==> config.mk <==
export PLATFORM = sky130hd
export DESIGN_NAME = sfphr_top
export DESIGN_NICKNAME = d
export VERILOG_FILES = /design/src/hdl/sfphr_pkg.sv /design/src/hdl/sfphr_top.sv
export VERILOG_INCLUDE_DIRS = /design/src /design/src/hdl
export SDC_FILE = /design/constraint.sdc
export NUM_CORES = 1
export LEC_CHECK = 0
export BUFFER_PORTS_ARGS = -buffer_cell sky130_fd_sc_hd__buf_4
export CAP_MARGIN = 20
export CELL_PAD_IN_SITES_DETAIL_PLACEMENT = 0
export CELL_PAD_IN_SITES_GLOBAL_PLACEMENT = 1
export CORE_UTILIZATION = 50
export CTS_BUF_LIST = sky130_fd_sc_hd__clkbuf_8
export CTS_CLUSTER_DIAMETER = 40
export CTS_CLUSTER_SIZE = 12
export DETAILED_ROUTE_END_ITERATION = 16
export PLACE_DENSITY = 0.85
export SLEW_MARGIN = 20
export SYNTH_ARGS = -nofsm -noshare
export SYNTH_HDL_FRONTEND = slang
export SYNTH_SLANG_ARGS = --single-unit
==> constraint.sdc <==
create_clock -name clk_sys -period 5.1 [get_ports clk_sys]
set_clock_uncertainty 0.15 [all_clocks]
set_input_delay 1.02 -clock clk_sys [delete_from_list [all_inputs] [get_ports clk_sys]]
set_output_delay 1.02 -clock clk_sys [all_outputs]
set_load 0.05 [all_outputs]
==> src/hdl/sfphr_map.svh <==
// Overview of operation
// (RL1) Standby whenever chip select is high and no self-timed operation runs.
// (RL2) In deep sleep every command is ignored except the resume opcode.
// (RL3) Opcode B9h enters deep sleep within its entry time after chip select rises.
// (RL4) Incomplete deep-sleep opcode or odd bit count aborts and keeps standby.
// (RL5) Power-up always starts in standby, never in a sleep mode.
// (RL6) Deep-sleep command is ignored while program or erase runs.
// (RL7) Opcode ABh leaves deep sleep within resume time after chip select rises.
// (RL8) Incomplete resume opcode or odd bit count leaves device in deep sleep.
// (RL9) Opcode 79h enters ultra sleep, ignored while program or erase runs.
// (RL10) In ultra sleep every command is ignored, the resume opcode too.
// (RL11) Ultra-sleep opcode not fully clocked in aborts back to standby.
// (RL12) Chip select low for the wake pulse time wakes within exit time.
// (RL13) A frame begun before the exit time elapses is ignored entirely.
// (RL14) Chip select held low for exit time wakes; an earlier bit is ignored.
// (RL15) Power cycling restores every internal register to its default.
// (RL16) Pause starts with chip select low when pin asserts during SCK low.
// (RL17) While paused, output floats and SI and SCK are ignored; WP still works.
// (RL18) Pause ends when pin releases during SCK low, else at next low phase.
// (RL19) Pause never suspends a running program or erase.
// (RL20) Chip select rising during pause aborts the frame and clears write enable.
// (RL21) Reset runs only when the reset-allow bit is one, regardless of write enable.
// (RL22) F0h then D0h terminates program or erase within reset time.
// (RL23) Reset keeps configuration and reset-allow bit, clears write-enable latch.
// (RL24) Missing reset byte or odd bit count performs no reset.
// (RL25) Opcode 31h plus data bit 4 sets reset-allow after write enable.
// (RL26) SCK rising edges counted per frame, checks made when chip select rises.
`ifndef SFPHR_MAP_SVH
`define SFPHR_MAP_SVH
`define SFPHR_CLK_MHZ 200
`define SFPHR_OP_DEEP 8'hB9
`define SFPHR_OP_RESUME 8'hAB
`define SFPHR_OP_ULTRA 8'h79
`define SFPHR_OP_WREN 8'h06
`define SFPHR_OP_WSR2 8'h31
`define SFPHR_OP_RST 8'hF0
`define SFPHR_OP_RST_OK 8'hD0
`define SFPHR_RSTALLOW_POS 4
`define SFPHR_ENTER_DEEP_SLEEP_TIME_NS 3000
`define SFPHR_RESUME_TIME_NS 8000
`define SFPHR_ENTER_ULTRA_SLEEP_TIME_NS 3000
`define SFPHR_ULTRA_WAKE_PULSE_TIME_NS 20
`define SFPHR_ULTRA_EXIT_TIME_NS 70000
`define SFPHR_RESET_TIME_NS 30000
`endif

==> src/hdl/sfphr_pkg.sv <==
package sfphr_pkg;
	typedef enum logic [2:0] {
		SFPHR_STANDBY,
		SFPHR_DEEP_ENTER,
		SFPHR_DEEP,
		SFPHR_RESUME,
		SFPHR_ULTRA_ENTER,
		SFPHR_ULTRA,
		SFPHR_ULTRA_EXIT
	} sfphr_state_t;
endpackage

==> src/hdl/sfphr_top.sv <==
`timescale 1ns/100ps
`default_nettype none
`include "sfphr_map.svh"
module sfphr_top #(
	parameter int ENTER_DEEP_SLEEP_TIME_NS = `SFPHR_ENTER_DEEP_SLEEP_TIME_NS,
	parameter int RESUME_TIME_NS = `SFPHR_RESUME_TIME_NS,
	parameter int ENTER_ULTRA_SLEEP_TIME_NS = `SFPHR_ENTER_ULTRA_SLEEP_TIME_NS,
	parameter int ULTRA_WAKE_PULSE_TIME_NS = `SFPHR_ULTRA_WAKE_PULSE_TIME_NS,
	parameter int ULTRA_EXIT_TIME_NS = `SFPHR_ULTRA_EXIT_TIME_NS,
	parameter int RESET_TIME_NS = `SFPHR_RESET_TIME_NS
) (
	input wire logic clk_sys,
	input wire logic reset_n,
	input wire logic cs_n,
	input wire logic sck,
	input wire logic si,
	input wire logic hold_n,
	input wire logic wp_n,
	input wire logic busy,
	output logic so_oe_n,
	output logic standby,
	output logic deep_sleep,
	output logic ultra_sleep,
	output logic paused,
	output logic write_protect,
	output logic write_enable_latch,
	output logic reset_allow_bit,
	output logic terminate_op,
	output logic frame_abort
);
	// longest times round down, least times round up, never below one
	localparam int EDPD_CYC = (ENTER_DEEP_SLEEP_TIME_NS * `SFPHR_CLK_MHZ
		/ 1000 < 1) ? 1 : ENTER_DEEP_SLEEP_TIME_NS * `SFPHR_CLK_MHZ / 1000;
	localparam int RDPD_CYC = (RESUME_TIME_NS * `SFPHR_CLK_MHZ
		/ 1000 < 1) ? 1 : RESUME_TIME_NS * `SFPHR_CLK_MHZ / 1000;
	localparam int EUDP_CYC = (ENTER_ULTRA_SLEEP_TIME_NS * `SFPHR_CLK_MHZ
		/ 1000 < 1) ? 1 : ENTER_ULTRA_SLEEP_TIME_NS * `SFPHR_CLK_MHZ / 1000;
	localparam int WAKE_CYC = (ULTRA_WAKE_PULSE_TIME_NS * `SFPHR_CLK_MHZ
		+ 999) / 1000 < 1 ? 1 :
		(ULTRA_WAKE_PULSE_TIME_NS * `SFPHR_CLK_MHZ + 999) / 1000;
	localparam int XUDP_CYC = (ULTRA_EXIT_TIME_NS * `SFPHR_CLK_MHZ
		/ 1000 < 1) ? 1 : ULTRA_EXIT_TIME_NS * `SFPHR_CLK_MHZ / 1000;
	localparam int RST_CYC = (RESET_TIME_NS * `SFPHR_CLK_MHZ
		/ 1000 < 1) ? 1 : RESET_TIME_NS * `SFPHR_CLK_MHZ / 1000;

	sfphr_pkg::sfphr_state_t state;
	logic [4:0] sync1;
	logic [4:0] sync2;
	logic sck_q;
	logic cs_q;
	logic [31:0] timer;
	logic [31:0] low_cnt;
	logic [31:0] rst_cnt;
	logic [15:0] bit_cnt;
	logic [7:0] shreg;
	logic [7:0] op;
	logic [7:0] arg;
	logic frame_ignore;
	logic wake_bit;

	wire logic cs_s = ~sync2[0];
	wire logic sck_s = sync2[1];
	wire logic si_s = sync2[2];
	wire logic hold_s = ~sync2[3];
	wire logic wp_s = ~sync2[4];
	wire logic cs_fall = cs_s & ~cs_q;
	wire logic frame_end = ~cs_s & cs_q;
	wire logic sck_rise = sck_s & ~sck_q & cs_s & ~paused;
	wire logic whole = bit_cnt[2:0] == 3'h0;
	wire logic has1 = whole && bit_cnt >= 16'd8;
	wire logic has2 = whole && bit_cnt >= 16'd16;
	wire logic eval = frame_end && !frame_ignore && !hold_s;
	wire logic in_standby = state == sfphr_pkg::SFPHR_STANDBY;
	wire logic wake_ok = low_cnt >= 32'(WAKE_CYC);

	// pins are asynchronous to clk_sys
	always_ff @(posedge clk_sys or negedge reset_n) begin
		if (!reset_n) begin
			sync1 <= 5'h1D;
			sync2 <= 5'h1D;
		end else begin
			sync1 <= {wp_n, hold_n, si, sck, cs_n};
			sync2 <= sync1;
		end
	end

	always_ff @(posedge clk_sys or negedge reset_n) begin
		if (!reset_n) begin
			sck_q <= 1'b0;
			cs_q <= 1'b0;
		end else begin
			sck_q <= sck_s;
			cs_q <= cs_s;
		end
	end

	// pause follows pin only while SCK is low
	always_ff @(posedge clk_sys or negedge reset_n) begin
		if (!reset_n) begin
			paused <= 1'b0;
		end else if (!cs_s) begin
			paused <= 1'b0;
		end else if (!sck_s) begin
			paused <= hold_s; // RL16 RL18
		end
	end

	// frame shifter; paused frames see no SCK or SI
	always_ff @(posedge clk_sys or negedge reset_n) begin
		if (!reset_n) begin
			bit_cnt <= 16'h0000;
			shreg <= 8'h00;
			op <= 8'h00;
			arg <= 8'h00;
		end else if (cs_fall) begin
			bit_cnt <= 16'h0000; // RL26
			op <= 8'h00;
			arg <= 8'h00;
		end else if (sck_rise) begin // RL17
			shreg <= {shreg[6:0], si_s};
			if (bit_cnt != 16'hFFFF) begin
				bit_cnt <= bit_cnt + 16'h0001; // RL26
			end
			if (bit_cnt == 16'd7) begin
				op <= {shreg[6:0], si_s};
			end
			if (bit_cnt == 16'd15) begin
				arg <= {shreg[6:0], si_s};
			end
		end
	end

	// frames started outside standby or deep sleep are dead, unless chip select stays low for the ultra exit time in ultra sleep with no SCK edge
	always_ff @(posedge clk_sys or negedge reset_n) begin
		if (!reset_n) begin
			frame_ignore <= 1'b0;
		end else if (cs_fall) begin
			frame_ignore <= !(in_standby ||
				state == sfphr_pkg::SFPHR_DEEP); // RL13 RL10
		end else if (state == sfphr_pkg::SFPHR_ULTRA && cs_s &&
			low_cnt >= 32'(XUDP_CYC) && !wake_bit) begin
			frame_ignore <= 1'b0; // RL14
		end
	end

	// chip-select low time, used for waking from ultra sleep
	always_ff @(posedge clk_sys or negedge reset_n) begin
		if (!reset_n) begin
			low_cnt <= 32'h00000000;
			wake_bit <= 1'b0;
		end else if (cs_fall) begin
			low_cnt <= 32'h00000000;
			wake_bit <= 1'b0;
		end else if (cs_s) begin
			if (low_cnt != 32'hFFFFFFFF) begin
				low_cnt <= low_cnt + 32'h00000001;
			end
			if (sck_rise) begin
				wake_bit <= 1'b1;
			end
		end
	end

	always_ff @(posedge clk_sys or negedge reset_n) begin
		if (!reset_n) begin
			state <= sfphr_pkg::SFPHR_STANDBY; // RL5 RL15
			timer <= 32'h00000000;
		end else begin
			case (state)
			sfphr_pkg::SFPHR_STANDBY: begin
				if (eval && has1 && !busy) begin // RL6 RL9
					if (op == `SFPHR_OP_DEEP) begin // RL3 RL4
						state <= sfphr_pkg::SFPHR_DEEP_ENTER;
						timer <= 32'(EDPD_CYC);
					end else if (op == `SFPHR_OP_ULTRA) begin // RL11
						state <= sfphr_pkg::SFPHR_ULTRA_ENTER;
						timer <= 32'(EUDP_CYC);
					end
				end
			end
			sfphr_pkg::SFPHR_DEEP: begin
				if (eval && has1 && op == `SFPHR_OP_RESUME) begin // RL7 RL8
					state <= sfphr_pkg::SFPHR_RESUME;
					timer <= 32'(RDPD_CYC);
				end
			end
			sfphr_pkg::SFPHR_ULTRA: begin
				// low time and wake bit still hold the last frame's
				if (cs_s && !cs_fall &&
					(wake_bit || low_cnt >= 32'(XUDP_CYC))) begin
					state <= sfphr_pkg::SFPHR_ULTRA_EXIT; // RL14
					timer <= 32'h00000001;
					if (wake_bit) begin
						timer <= 32'(XUDP_CYC);
					end
				end else if (frame_end && wake_ok) begin // RL12
					state <= sfphr_pkg::SFPHR_ULTRA_EXIT;
					timer <= 32'(XUDP_CYC);
				end
			end
			sfphr_pkg::SFPHR_DEEP_ENTER,
			sfphr_pkg::SFPHR_RESUME,
			sfphr_pkg::SFPHR_ULTRA_ENTER,
			sfphr_pkg::SFPHR_ULTRA_EXIT: begin
				if (timer <= 32'h00000001) begin
					timer <= 32'h00000000;
					if (state == sfphr_pkg::SFPHR_DEEP_ENTER) begin
						state <= sfphr_pkg::SFPHR_DEEP;
					end else if (state == sfphr_pkg::SFPHR_ULTRA_ENTER) begin
						state <= sfphr_pkg::SFPHR_ULTRA;
					end else begin
						state <= sfphr_pkg::SFPHR_STANDBY;
					end
				end else begin
					timer <= timer - 32'h00000001;
				end
			end
			default: begin
				state <= sfphr_pkg::SFPHR_STANDBY;
				timer <= 32'h00000000;
			end
			endcase
		end
	end

	// write enable and reset-allow bit
	always_ff @(posedge clk_sys or negedge reset_n) begin
		if (!reset_n) begin
			write_enable_latch <= 1'b0;
			reset_allow_bit <= 1'b0;
		end else if (frame_end && hold_s && cs_q) begin
			write_enable_latch <= 1'b0; // RL20
		end else if (eval && in_standby) begin
			if (has1 && op == `SFPHR_OP_WREN) begin
				write_enable_latch <= 1'b1;
			end else if (op == `SFPHR_OP_WSR2) begin
				write_enable_latch <= 1'b0; // RL25
				if (has2 && write_enable_latch) begin
					reset_allow_bit <= arg[`SFPHR_RSTALLOW_POS]; // RL25
				end
			end else if (has2 && op == `SFPHR_OP_RST &&
				arg == `SFPHR_OP_RST_OK && reset_allow_bit) begin
				write_enable_latch <= 1'b0; // RL23
			end
		end
	end

	// reset runs independent of write enable; a frame that ends with hold asserted runs none
	always_ff @(posedge clk_sys or negedge reset_n) begin
		if (!reset_n) begin
			rst_cnt <= 32'h00000000;
			terminate_op <= 1'b0;
		end else begin
			terminate_op <= 1'b0;
			if (eval && in_standby && has2 && op == `SFPHR_OP_RST &&
				arg == `SFPHR_OP_RST_OK && reset_allow_bit) begin // RL21 RL22 RL24
				rst_cnt <= 32'(RST_CYC);
			end else if (rst_cnt != 32'h00000000) begin
				rst_cnt <= rst_cnt - 32'h00000001;
				// a program that already ended needs no terminate
				terminate_op <= busy && rst_cnt == 32'h00000001;
			end
		end
	end

	always_ff @(posedge clk_sys or negedge reset_n) begin
		if (!reset_n) begin
			frame_abort <= 1'b0;
		end else begin
			frame_abort <= frame_end && hold_s; // RL20
		end
	end

	always_ff @(posedge clk_sys or negedge reset_n) begin
		if (!reset_n) begin
			so_oe_n <= 1'b1;
			standby <= 1'b1;
			deep_sleep <= 1'b0;
			ultra_sleep <= 1'b0;
			write_protect <= 1'b0;
		end else begin
			so_oe_n <= !cs_s || paused || frame_ignore ||
				!(in_standby); // RL17 RL2 RL10
			standby <= in_standby && !cs_s && !busy; // RL1 RL19
			deep_sleep <= state == sfphr_pkg::SFPHR_DEEP;
			ultra_sleep <= state == sfphr_pkg::SFPHR_ULTRA;
			write_protect <= wp_s; // RL17
		end
	end

	chk_deep_entry: assert property (@(posedge clk_sys) // RL3
		disable iff (!reset_n)
		eval && in_standby && has1 && op == `SFPHR_OP_DEEP && !busy
		|=> state == sfphr_pkg::SFPHR_DEEP_ENTER)
		else $error("deep sleep entry missed");
	chk_deep_busy: assert property (@(posedge clk_sys) // RL6
		disable iff (!reset_n)
		in_standby && busy |=> state != sfphr_pkg::SFPHR_DEEP_ENTER
		&& state != sfphr_pkg::SFPHR_ULTRA_ENTER)
		else $error("sleep entered during busy");
	chk_deep_locked: assert property (@(posedge clk_sys) // RL2
		disable iff (!reset_n)
		state == sfphr_pkg::SFPHR_DEEP && !(frame_end && has1 &&
		op == `SFPHR_OP_RESUME) |=> state == sfphr_pkg::SFPHR_DEEP)
		else $error("deep sleep left without resume");
	chk_ultra_locked: assert property (@(posedge clk_sys) // RL10
		disable iff (!reset_n)
		state == sfphr_pkg::SFPHR_ULTRA && !cs_s && !frame_end
		|=> state == sfphr_pkg::SFPHR_ULTRA)
		else $error("ultra sleep left without chip select");
	chk_pause_float: assert property (@(posedge clk_sys) // RL17
		disable iff (!reset_n)
		paused |=> so_oe_n)
		else $error("output driven while paused");
	chk_pause_start: assert property (@(posedge clk_sys) // RL16
		disable iff (!reset_n)
		$rose(paused) |-> $past(!sck_s) && $past(hold_s))
		else $error("pause began outside SCK low");
	chk_reset_allow: assert property (@(posedge clk_sys) // RL21 RL23
		disable iff (!reset_n)
		$rose(rst_cnt != 32'h00000000) |-> reset_allow_bit
		&& !write_enable_latch)
		else $error("reset ran while not allowed");
	chk_hold_abort: assert property (@(posedge clk_sys) // RL20
		disable iff (!reset_n)
		frame_end && hold_s |=> !write_enable_latch ##0 frame_abort)
		else $error("hold abort left write enable set");
	chk_short_frame: assert property (@(posedge clk_sys) // RL4
		disable iff (!reset_n)
		in_standby && frame_end && !whole |=> in_standby)
		else $error("sleep begun on a broken byte");
	chk_resume_short: assert property (@(posedge clk_sys) // RL8
		disable iff (!reset_n)
		state == sfphr_pkg::SFPHR_DEEP && frame_end && !has1
		|=> state == sfphr_pkg::SFPHR_DEEP)
		else $error("resume taken from a broken byte");
	chk_ultra_short: assert property (@(posedge clk_sys) // RL11
		disable iff (!reset_n)
		in_standby && frame_end && bit_cnt < 16'd8
		|=> in_standby)
		else $error("ultra sleep begun on a short opcode");
	chk_exit_ignore: assert property (@(posedge clk_sys) // RL13
		disable iff (!reset_n)
		cs_fall && state == sfphr_pkg::SFPHR_ULTRA_EXIT
		|=> frame_ignore)
		else $error("frame taken before ultra exit ended");
	chk_low_wake: assert property (@(posedge clk_sys) // RL14
		disable iff (!reset_n)
		state == sfphr_pkg::SFPHR_ULTRA && cs_s && !cs_fall && !wake_bit
		&& low_cnt >= 32'(XUDP_CYC) |=> !frame_ignore
		&& state == sfphr_pkg::SFPHR_ULTRA_EXIT)
		else $error("chip-select-low wake missed");
	chk_early_bit: assert property (@(posedge clk_sys) // RL14
		disable iff (!reset_n)
		state == sfphr_pkg::SFPHR_ULTRA && cs_s && !cs_fall && wake_bit
		|=> frame_ignore && state == sfphr_pkg::SFPHR_ULTRA_EXIT)
		else $error("early bit did not wake or was taken");
	chk_reset_gate: assert property (@(posedge clk_sys) // RL21
		disable iff (!reset_n)
		!reset_allow_bit && rst_cnt == 32'h00000000
		|=> rst_cnt == 32'h00000000)
		else $error("reset loaded while not allowed");
	chk_reset_short: assert property (@(posedge clk_sys) // RL24
		disable iff (!reset_n)
		frame_end && !has2 && rst_cnt == 32'h00000000
		|=> rst_cnt == 32'h00000000)
		else $error("reset loaded from a short frame");
	chk_allow_write: assert property (@(posedge clk_sys) // RL25
		disable iff (!reset_n)
		$changed(reset_allow_bit) |-> $past(write_enable_latch)
		&& $past(eval) && $past(op) == `SFPHR_OP_WSR2)
		else $error("reset-allow bit changed without write");
	chk_latch_set: assert property (@(posedge clk_sys) // RL25
		disable iff (!reset_n)
		$rose(write_enable_latch) |-> $past(eval)
		&& $past(op) == `SFPHR_OP_WREN)
		else $error("write enable set without its opcode");
	chk_standby_level: assert property (@(posedge clk_sys) // RL1
		disable iff (!reset_n)
		in_standby && !cs_s && !busy |=> standby)
		else $error("standby not shown while idle");
	cov_deep: cover property (@(posedge clk_sys) disable iff (!reset_n)
		state == sfphr_pkg::SFPHR_DEEP ##1 state == sfphr_pkg::SFPHR_RESUME);
	cov_ultra: cover property (@(posedge clk_sys) disable iff (!reset_n)
		state == sfphr_pkg::SFPHR_ULTRA ##1
		state == sfphr_pkg::SFPHR_ULTRA_EXIT);
	cov_reset: cover property (@(posedge clk_sys) disable iff (!reset_n)
		terminate_op);
	cov_pause: cover property (@(posedge clk_sys) disable iff (!reset_n)
		$fell(paused) && cs_s);
	cov_low_wake: cover property (@(posedge clk_sys) disable iff (!reset_n)
		state == sfphr_pkg::SFPHR_ULTRA && cs_s && !wake_bit ##1
		state == sfphr_pkg::SFPHR_ULTRA_EXIT);
endmodule
`default_nettype wire

==> run summary, run 1 <==
Net count, final - 915
Status - completed
Leakage power - 4.043 nW
Setup bufs post-CTS - 0
Clk buf depth - 2
H-tree levels - 4
Post-synth net total - 912
DRT iter0 DRCs - 316
Peak VDD IR - 206.5 µV
First-pass GRT wire length - 31.91 mm
Synthesis-stage register bit count - 162
Post-synthesis sequential area ratio - 0.4795
Slew margin rel. - 0.3616
Pwr Total - 0.002447 W
Count of final setup violators - 0
DR vias/cell - 5.875
Power per cell area - 265.0 mW/mm²
Multi-input gate area - 0.004184 mm²
Die ar. - 0.01749 mm²
Hold WC Path Type - flop to flop
First-pass detailed-route iteration total - 5
Met2 Usage GRT - 0.3583
Initial Util - 0.5114
Fin. max-slew vios - 0
Vias - 6645
Drt total wl - 18.31 mm
Die width - 132.2 µm
ANT nets after route - 0
GR Util met3 - 0.04537
Final Hold Fails - 0
CP Launch Point - rst_cnt[10]
RR Endpoint - rst_cnt[29]
Synth Flop Type - dfrtp_1
Number of global-route vias before repair - 6469
I/O pin count - 18
Worst path max stage delay - 0.83 ns
Clock Latency Late Sink - 0.46 ns
GR Util All Layers - 0.2231
Placer Congestion - 0.7977
Delay-heaviest family, CP - simple AND/OR/NAND/NOR gates
R2r worst-path depth - 6
Port bufs - 17
Buf/Inv on CP - 0
Post-synth EDFFs - 0
Distinct cells, synth - 69
Grt total ovfl - 0
Layout cells sized above 1 - 0.1043
Final worst-path cycle share - 0.6701
TNS Setup - 0 ns
CTS buffer count - 17
Post-CTS sizing - 0
Largest fanout on the critical path - 22
Crit path to - rst_cnt[29]
# fillers - 1528
Die height - 132.2 µm
Max Cap Viol - 0
Root Buffer - clkbuf_8
Post-Syn Area per Cell - 9.476 µm²
Pin count of the biggest net entering global routing - 99
Critical Path RT - 5.28 ns
Cell row count - 47
Crit end category - flop
GRT met1 Usage - 0.3096
Diode count - 0
F_max - 292.6 MHz
Worst-path clk slew - 0.09 ns
Finished Core Util - 0.5568
DRC Markers - 0
Area Overhead vs Synth - 8.882%
TritonCTS clock tree - built
Critical Path Start Type - flop
Hold-fix buffers, CTS - 0
Reg area - 0.004066 mm²
Initial antenna violation count - 0
CP Class - flop to flop
Crit path time final - 3.417 ns
Warnings, synthesis - 0
Fin area - 0.009234 mm²
Slowest cell on the critical path - nand4_1
GRT Max-Usage Layer - met2
Clock sinks - 162
Worst slew pin tran - 0.9541 ns
Data arrival time of the critical path - 3.60 ns
DPL Wire Length - 12.16 mm
Async set-reset flop share out of synthesis - 1.000
R2R setup slack - 1.68 ns
Syn Inst Count - 895
Core area - 0.01658 mm²
Wire per inst - 16.19 µm
RSZ-0062 raised after global routing - false
Crit-path cells - or4_1 -> nor3_1 -> nand4_1 -> nor4b_1 -> xnor2_1 -> nor2_1
Syn Std Cell Area - 0.008481 mm²
Reg-to-Reg Start - rst_cnt[10]
Number of cells on the critical path - 6
Placed instance area - 0.008801 mm²
==> cells by family after synthesis <==
family / count (synthesis) / share of synthesized area
compound gates: 146 / 0.1096
xor+xnor: 61 / 0.06300
fa+ha+maj: 9 / 0.01328
buf+inv: 60 / 0.03113
flops: 162 / 0.4795
mux: 27 / 0.03320
simple gates: 430 / 0.2703
==> registers in the layout, summed over array words and instances, names as in the netlist, 3 cells and up <==
signal   flops
arg          8
bit_cnt     16
low_cnt     32
op           8
rst_cnt     32
shreg        7
state        3
sync1        5
sync2        5
timer       32
==> report_power, final <==
| part | total, W | switching [W] | internal [W] | leakage (nW) |
|---|---|---|---|---|
| logic | 0.0000875 | 0.0000592 | 0.0000283 | 1.65 |
| registers | 0.00134 | 0.0000268 | 0.00131 | 2.19 |
| clock network | 0.00102 | 0.000526 | 0.000498 | 0.206 |
==> worst reg2reg max path, delay by kind of cell, from the launching register on <==
family,cells,cell delay [ns]
xor gates and xnor gates,1,0.15
DFF,1,0.40
and+or+nand+nor,5,2.60
==> per-stage QoR <==
| stage | cells | hold WS, ns | worst slack, ns |
|---|---|---|---|
| after floorplan | 895 | 0.1812 | 2.321 |
| after global placement | 1099 | 0.1875 | 1.714 |
| after detailed placement | 1099 | 0.1879 | 1.692 |
| after CTS | 1131 | 0.2100 | 1.634 |
| after global routing | 1131 | 0.2130 | 1.323 |
| final | 1131 | 0.2058 | 1.683 |
==> cell usage in the layout (no fill, tap or decap), types with 22 or more instances in the layout <==
| cell | Yosys | final |
|---|---|---|
| nor2_1 | 134 | 133 |
| o21ai_0 | 42 | 42 |
| nor3_1 | 40 | 40 |
| nand2_1 | 54 | 54 |
| xor2_1 | 22 | 22 |
| nand3_1 | 30 | 30 |
| dfrtp_1 | 152 | 152 |
| xnor2_1 | 39 | 39 |
| a21oi_1 | 29 | 29 |
| nor4_1 | 28 | 26 |
| buf_4 | 0 | 23 |
==> area by class of cell <==
| class | instances | share of cell area |
|---|---|---|
| multi-input cells | 673 | 0.4531 |
| flip-flops and latches | 162 | 0.4404 |
| well taps | 220 | 0.02981 |
| clock buffers | 17 | 0.02534 |
| repair buffers | 25 | 0.02209 |
| clock inverters | 15 | 0.02154 |
| inverters | 19 | 0.007724 |
==> per-layer routing <==
layer / part of all wire / wire length, µm / vias up
met4: 0.011 / 193 / 0
met3: 0.031 / 560 / 16
met5: 0 / 0 / -
met2: 0.47 / 8559 / 99
met1: 0.49 / 8993 / 3272
li1: - / - / 3258
==> cells in the mapped netlist, types with 6 or more instances <==
| library cell | instances | share of area |
|---|---|---|
| xnor2_1 | 39 | 0.040 |
| nand3b_1 | 7 | 0.0062 |
| o31ai_1 | 13 | 0.012 |
| inv_1 | 19 | 0.0084 |
| or3_1 | 20 | 0.015 |
| o21ai_1 | 17 | 0.010 |
| or2_2 | 6 | 0.0044 |
| dfrtp_1 | 152 | 0.45 |
| dfstp_2 | 10 | 0.031 |
| or4_1 | 10 | 0.0089 |
| nor4_1 | 28 | 0.021 |
| o41ai_1 | 6 | 0.0062 |
| and4_1 | 9 | 0.0093 |
| mux2_2 | 9 | 0.012 |
| nand4_1 | 21 | 0.015 |
| a21oi_1 | 29 | 0.017 |
| xor2_1 | 22 | 0.023 |
| clkbuf_1 | 33 | 0.015 |
| nand3_1 | 30 | 0.018 |
| nand2_1 | 54 | 0.024 |
| nor3b_1 | 7 | 0.0062 |
| ha_1 | 9 | 0.013 |
| o21ai_0 | 42 | 0.025 |
| and3_1 | 20 | 0.015 |
| nor4b_1 | 9 | 0.0093 |
| a31oi_1 | 7 | 0.0052 |
| nor3_1 | 40 | 0.024 |
| nor2_1 | 134 | 0.059 |
| mux2i_1 | 18 | 0.021 |
==> worst min path at each step <==
| stage | depth (start not counted) | from | to |
|---|---|---|---|
| final | 0 | sync1[1] | sync2[1] |
| after global routing | 0 | sync1[2] | sync2[2] |
| after CTS | 0 | sync1[1] | sync2[1] |
| after detailed placement | 0 | sync1[1] | sync2[1] |
| after global placement | 0 | sync1[1] | sync2[1] |
| after floorplan | 0 | sync1[1] | sync2[1] |
(Power assumes the default switching activity.)
==> inputs of run 2 (changes only) <==
Clock period 5.1 ns to 3.2 ns, I/O delays scaled along.
==> run summary, run 2 (synthesized netlist as in run 1, its figures left out) <==
Critical Path RT - 3.39 ns (-1.89 ns)
Fin. max-slew vios - 0 (unchanged)
Clock sinks - 162 (unchanged)
Crit end category - flop
DRC Markers - 0 (unchanged)
DR vias/cell - 5.820 (-0.95%)
Placer Congestion - 0.7922 (-0.69%)
Slew margin rel. - 0.5565 (+0.1949)
Reg power frac - 0.540 (-0.006)
Area Overhead vs Synth - 11.12%
R2r worst-path depth - 6 (unchanged)
Grt total ovfl - 0 (unchanged)
Die height - 132.2 µm (unchanged)
Slowest cell on the critical path - o41a_1
Crit path time final - 2.920 ns (-0.4972 ns)
NetSw - 0.0009658 W (+58%)
Clock group share of total power - 0.421 (+0.002)
Wire per inst - 16.02 µm (-1.1%)
GRT Max-Usage Layer - met2
Setup bufs post-CTS - 0 (unchanged)
Delay-heaviest family, CP - simple AND/OR/NAND/NOR gates
Most common cell after layout, fill and taps aside - dfrtp_1
TNS Setup - 0 ns (unchanged)
Drt total wl - 18.48 mm (+0.96%)
GRT met1 Usage - 0.3212 (+0.01155)
Comb pwr share - 0.039 (+0.003)
Post-CTS sizing - 0 (unchanged)
Number of cells on the critical path - 6 (unchanged)
First-pass detailed-route iteration total - 5 (unchanged)
Highest-count cells in the layout ignoring fill and taps - dfrtp_1 (152), nor2_1 (133), nand2_1 (54)
RR Endpoint - timer[22]
Placed instance area - 0.008986 mm² (+2.1%)
Worst slew pin tran - 0.6563 ns (-0.2978 ns)
Hold WC Path Type - primary input to async pin
H-tree levels - 4 (unchanged)
Count of final setup violators - 0 (unchanged)
Worst-path clk slew - 0.09 ns (about the same)
Initial Util - 0.5114 (unchanged)
Status - completed
Layout cells sized above 1 - 0.1263 (+0.02206)
Worst path max stage delay - 0.62 ns (-0.21 ns)
Die width - 132.2 µm (unchanged)
Port bufs - 17 (unchanged)
F_max - 342.4 MHz (+17%)
Pwr Total - 0.003924 W (+60%)
Hold-fix buffers, CTS - 0 (unchanged)
GR Util met3 - 0.04383 (-0.001538)
Die ar. - 0.01749 mm² (unchanged)
Core area - 0.01658 mm² (unchanged)
Peak VDD IR - 312.0 µV (+51%)
I/O pin count - 18 (unchanged)
Fin area - 0.009424 mm² (+2.1%)
Internal power - 0.002958 W (+61%)
Leakage power - 4.176 nW (+3.3%)
Root Buffer - clkbuf_8
Clk buf depth - 2 (unchanged)
Worst setup margin - 0.2798 ns (-1.403 ns)
Placed Cells - 1122 (+2.1%)
Number of global-route vias before repair - 6491 (+0.34%)
Final Hold Fails - 0 (unchanged)
Pre-CTS WS - 0.2944 ns (-1.398 ns)
R2R setup slack - 0.28 ns (-1.40 ns)
CTS buffer count - 17 (unchanged)
CP Class - flop to flop
Buf/Inv on CP - 0 (unchanged)
Diode count - 0 (unchanged)
Final non-filler cell total - 1154 (+2.0%)
Initial antenna violation count - 0 (unchanged)
CP Launch Point - timer[7]
TritonCTS clock tree - built
Biggest regs - low_cnt (32), rst_cnt (32), timer (32)
Clock Latency Late Sink - 0.46 ns (about the same)
Crit path to - timer[22]
Critical Path Start Type - flop
Pin count of the biggest net entering global routing - 64 (-35%)
Reg-to-Reg Start - timer[7]
Data arrival time of the critical path - 3.11 ns (-0.49 ns)
Net count, final - 938 (+2.5%)
Cell row count - 47 (unchanged)
GR Util All Layers - 0.2265 (+0.003338)
First-pass GRT wire length - 32.05 mm (+0.45%)
Crit-path cells - or4_4 -> or4b_4 -> o41a_1 -> o31a_1 -> o21ai_0 -> o31ai_1
Max Cap Viol - 0 (unchanged)
Sw frac - 0.2461 (-0.003917)
ANT nets after route - 0 (unchanged)
Final worst-path cycle share - 0.9126 (+0.2425)
Power per cell area - 416.4 mW/mm² (+57%)
Vias - 6716 (+1.1%)
RSZ-0062 raised after global routing - false
DRT iter0 DRCs - 403 (+28%)
Largest fanout on the critical path - 12 (-45%)
DPL Wire Length - 12.61 mm (+3.7%)
Met2 Usage GRT - 0.3583 (unchanged)
run 2: changes by cell type in the layout (fill, tap and decap cells not counted), sizes merged:
cell	previous run	this run
inv	24	28
clkbuf	17	18
clkinv	3	1
buf	25	48
clkinvlp	4	1
run 2: worst register-to-register path: stages (launching register included):
cell	delay, ns
dfrtp_1	0.45
or4_4	0.59
or4b_4	0.57
o41a_1	0.62
o31a_1	0.19
o21ai_0	0.15
o31ai_1	0.09
run 2: final cells by class:
type / count / area [µm²]
well taps: 220 / 275.3
clock buffers: 18 / 247.7
flip-flops and latches: 162 / 4066
repair buffers: 48 / 389.1
inverters: 19 / 71.32
clock inverters: 14 / 190.2
fillers: 1513 / 7159
multi-input cells: 673 / 4184
run 2: how the worst min path moves through the flow:
stage,start,to
after floorplan,sync1[1],sync2[1]
after global placement,sync1[2],sync2[2]
after detailed placement,sync1[4],sync2[4]
after CTS,reset_n,timer[19]
after global routing,reset_n,timer[22]
final,reset_n,timer[19]
run 2: stage by stage:
step | util | hold slack, ns
after CTS | 0.5683 | 0.02483
after floorplan | - | 0.1812
after global placement | 0.5419 | 0.1957
final | 0.5683 | 0.003770
after global routing | 0.5683 | 0.03681
after detailed placement | 0.5419 | 0.1975
run 2: power by group through the flow:
stage	registers, W	clock network (W)	logic [W]
2_1_floorplan	0.00216	0	0.0000693
3_3_place_gp	0.00216	0	0.000156
3_5_place_dp	0.00216	0	0.000158
4_1_cts	0.00212	0.00169	0.000158
5_1_grt	0.00213	0.00177	0.000175
6_report	0.00212	0.00165	0.000153
run 2: routing by layer:
metal  up-vias  part of all wire
met1      3319              0.50
met5         -                 0
li1       3297                 -
met3        13             0.027
met2        87              0.47
met4         0            0.0071
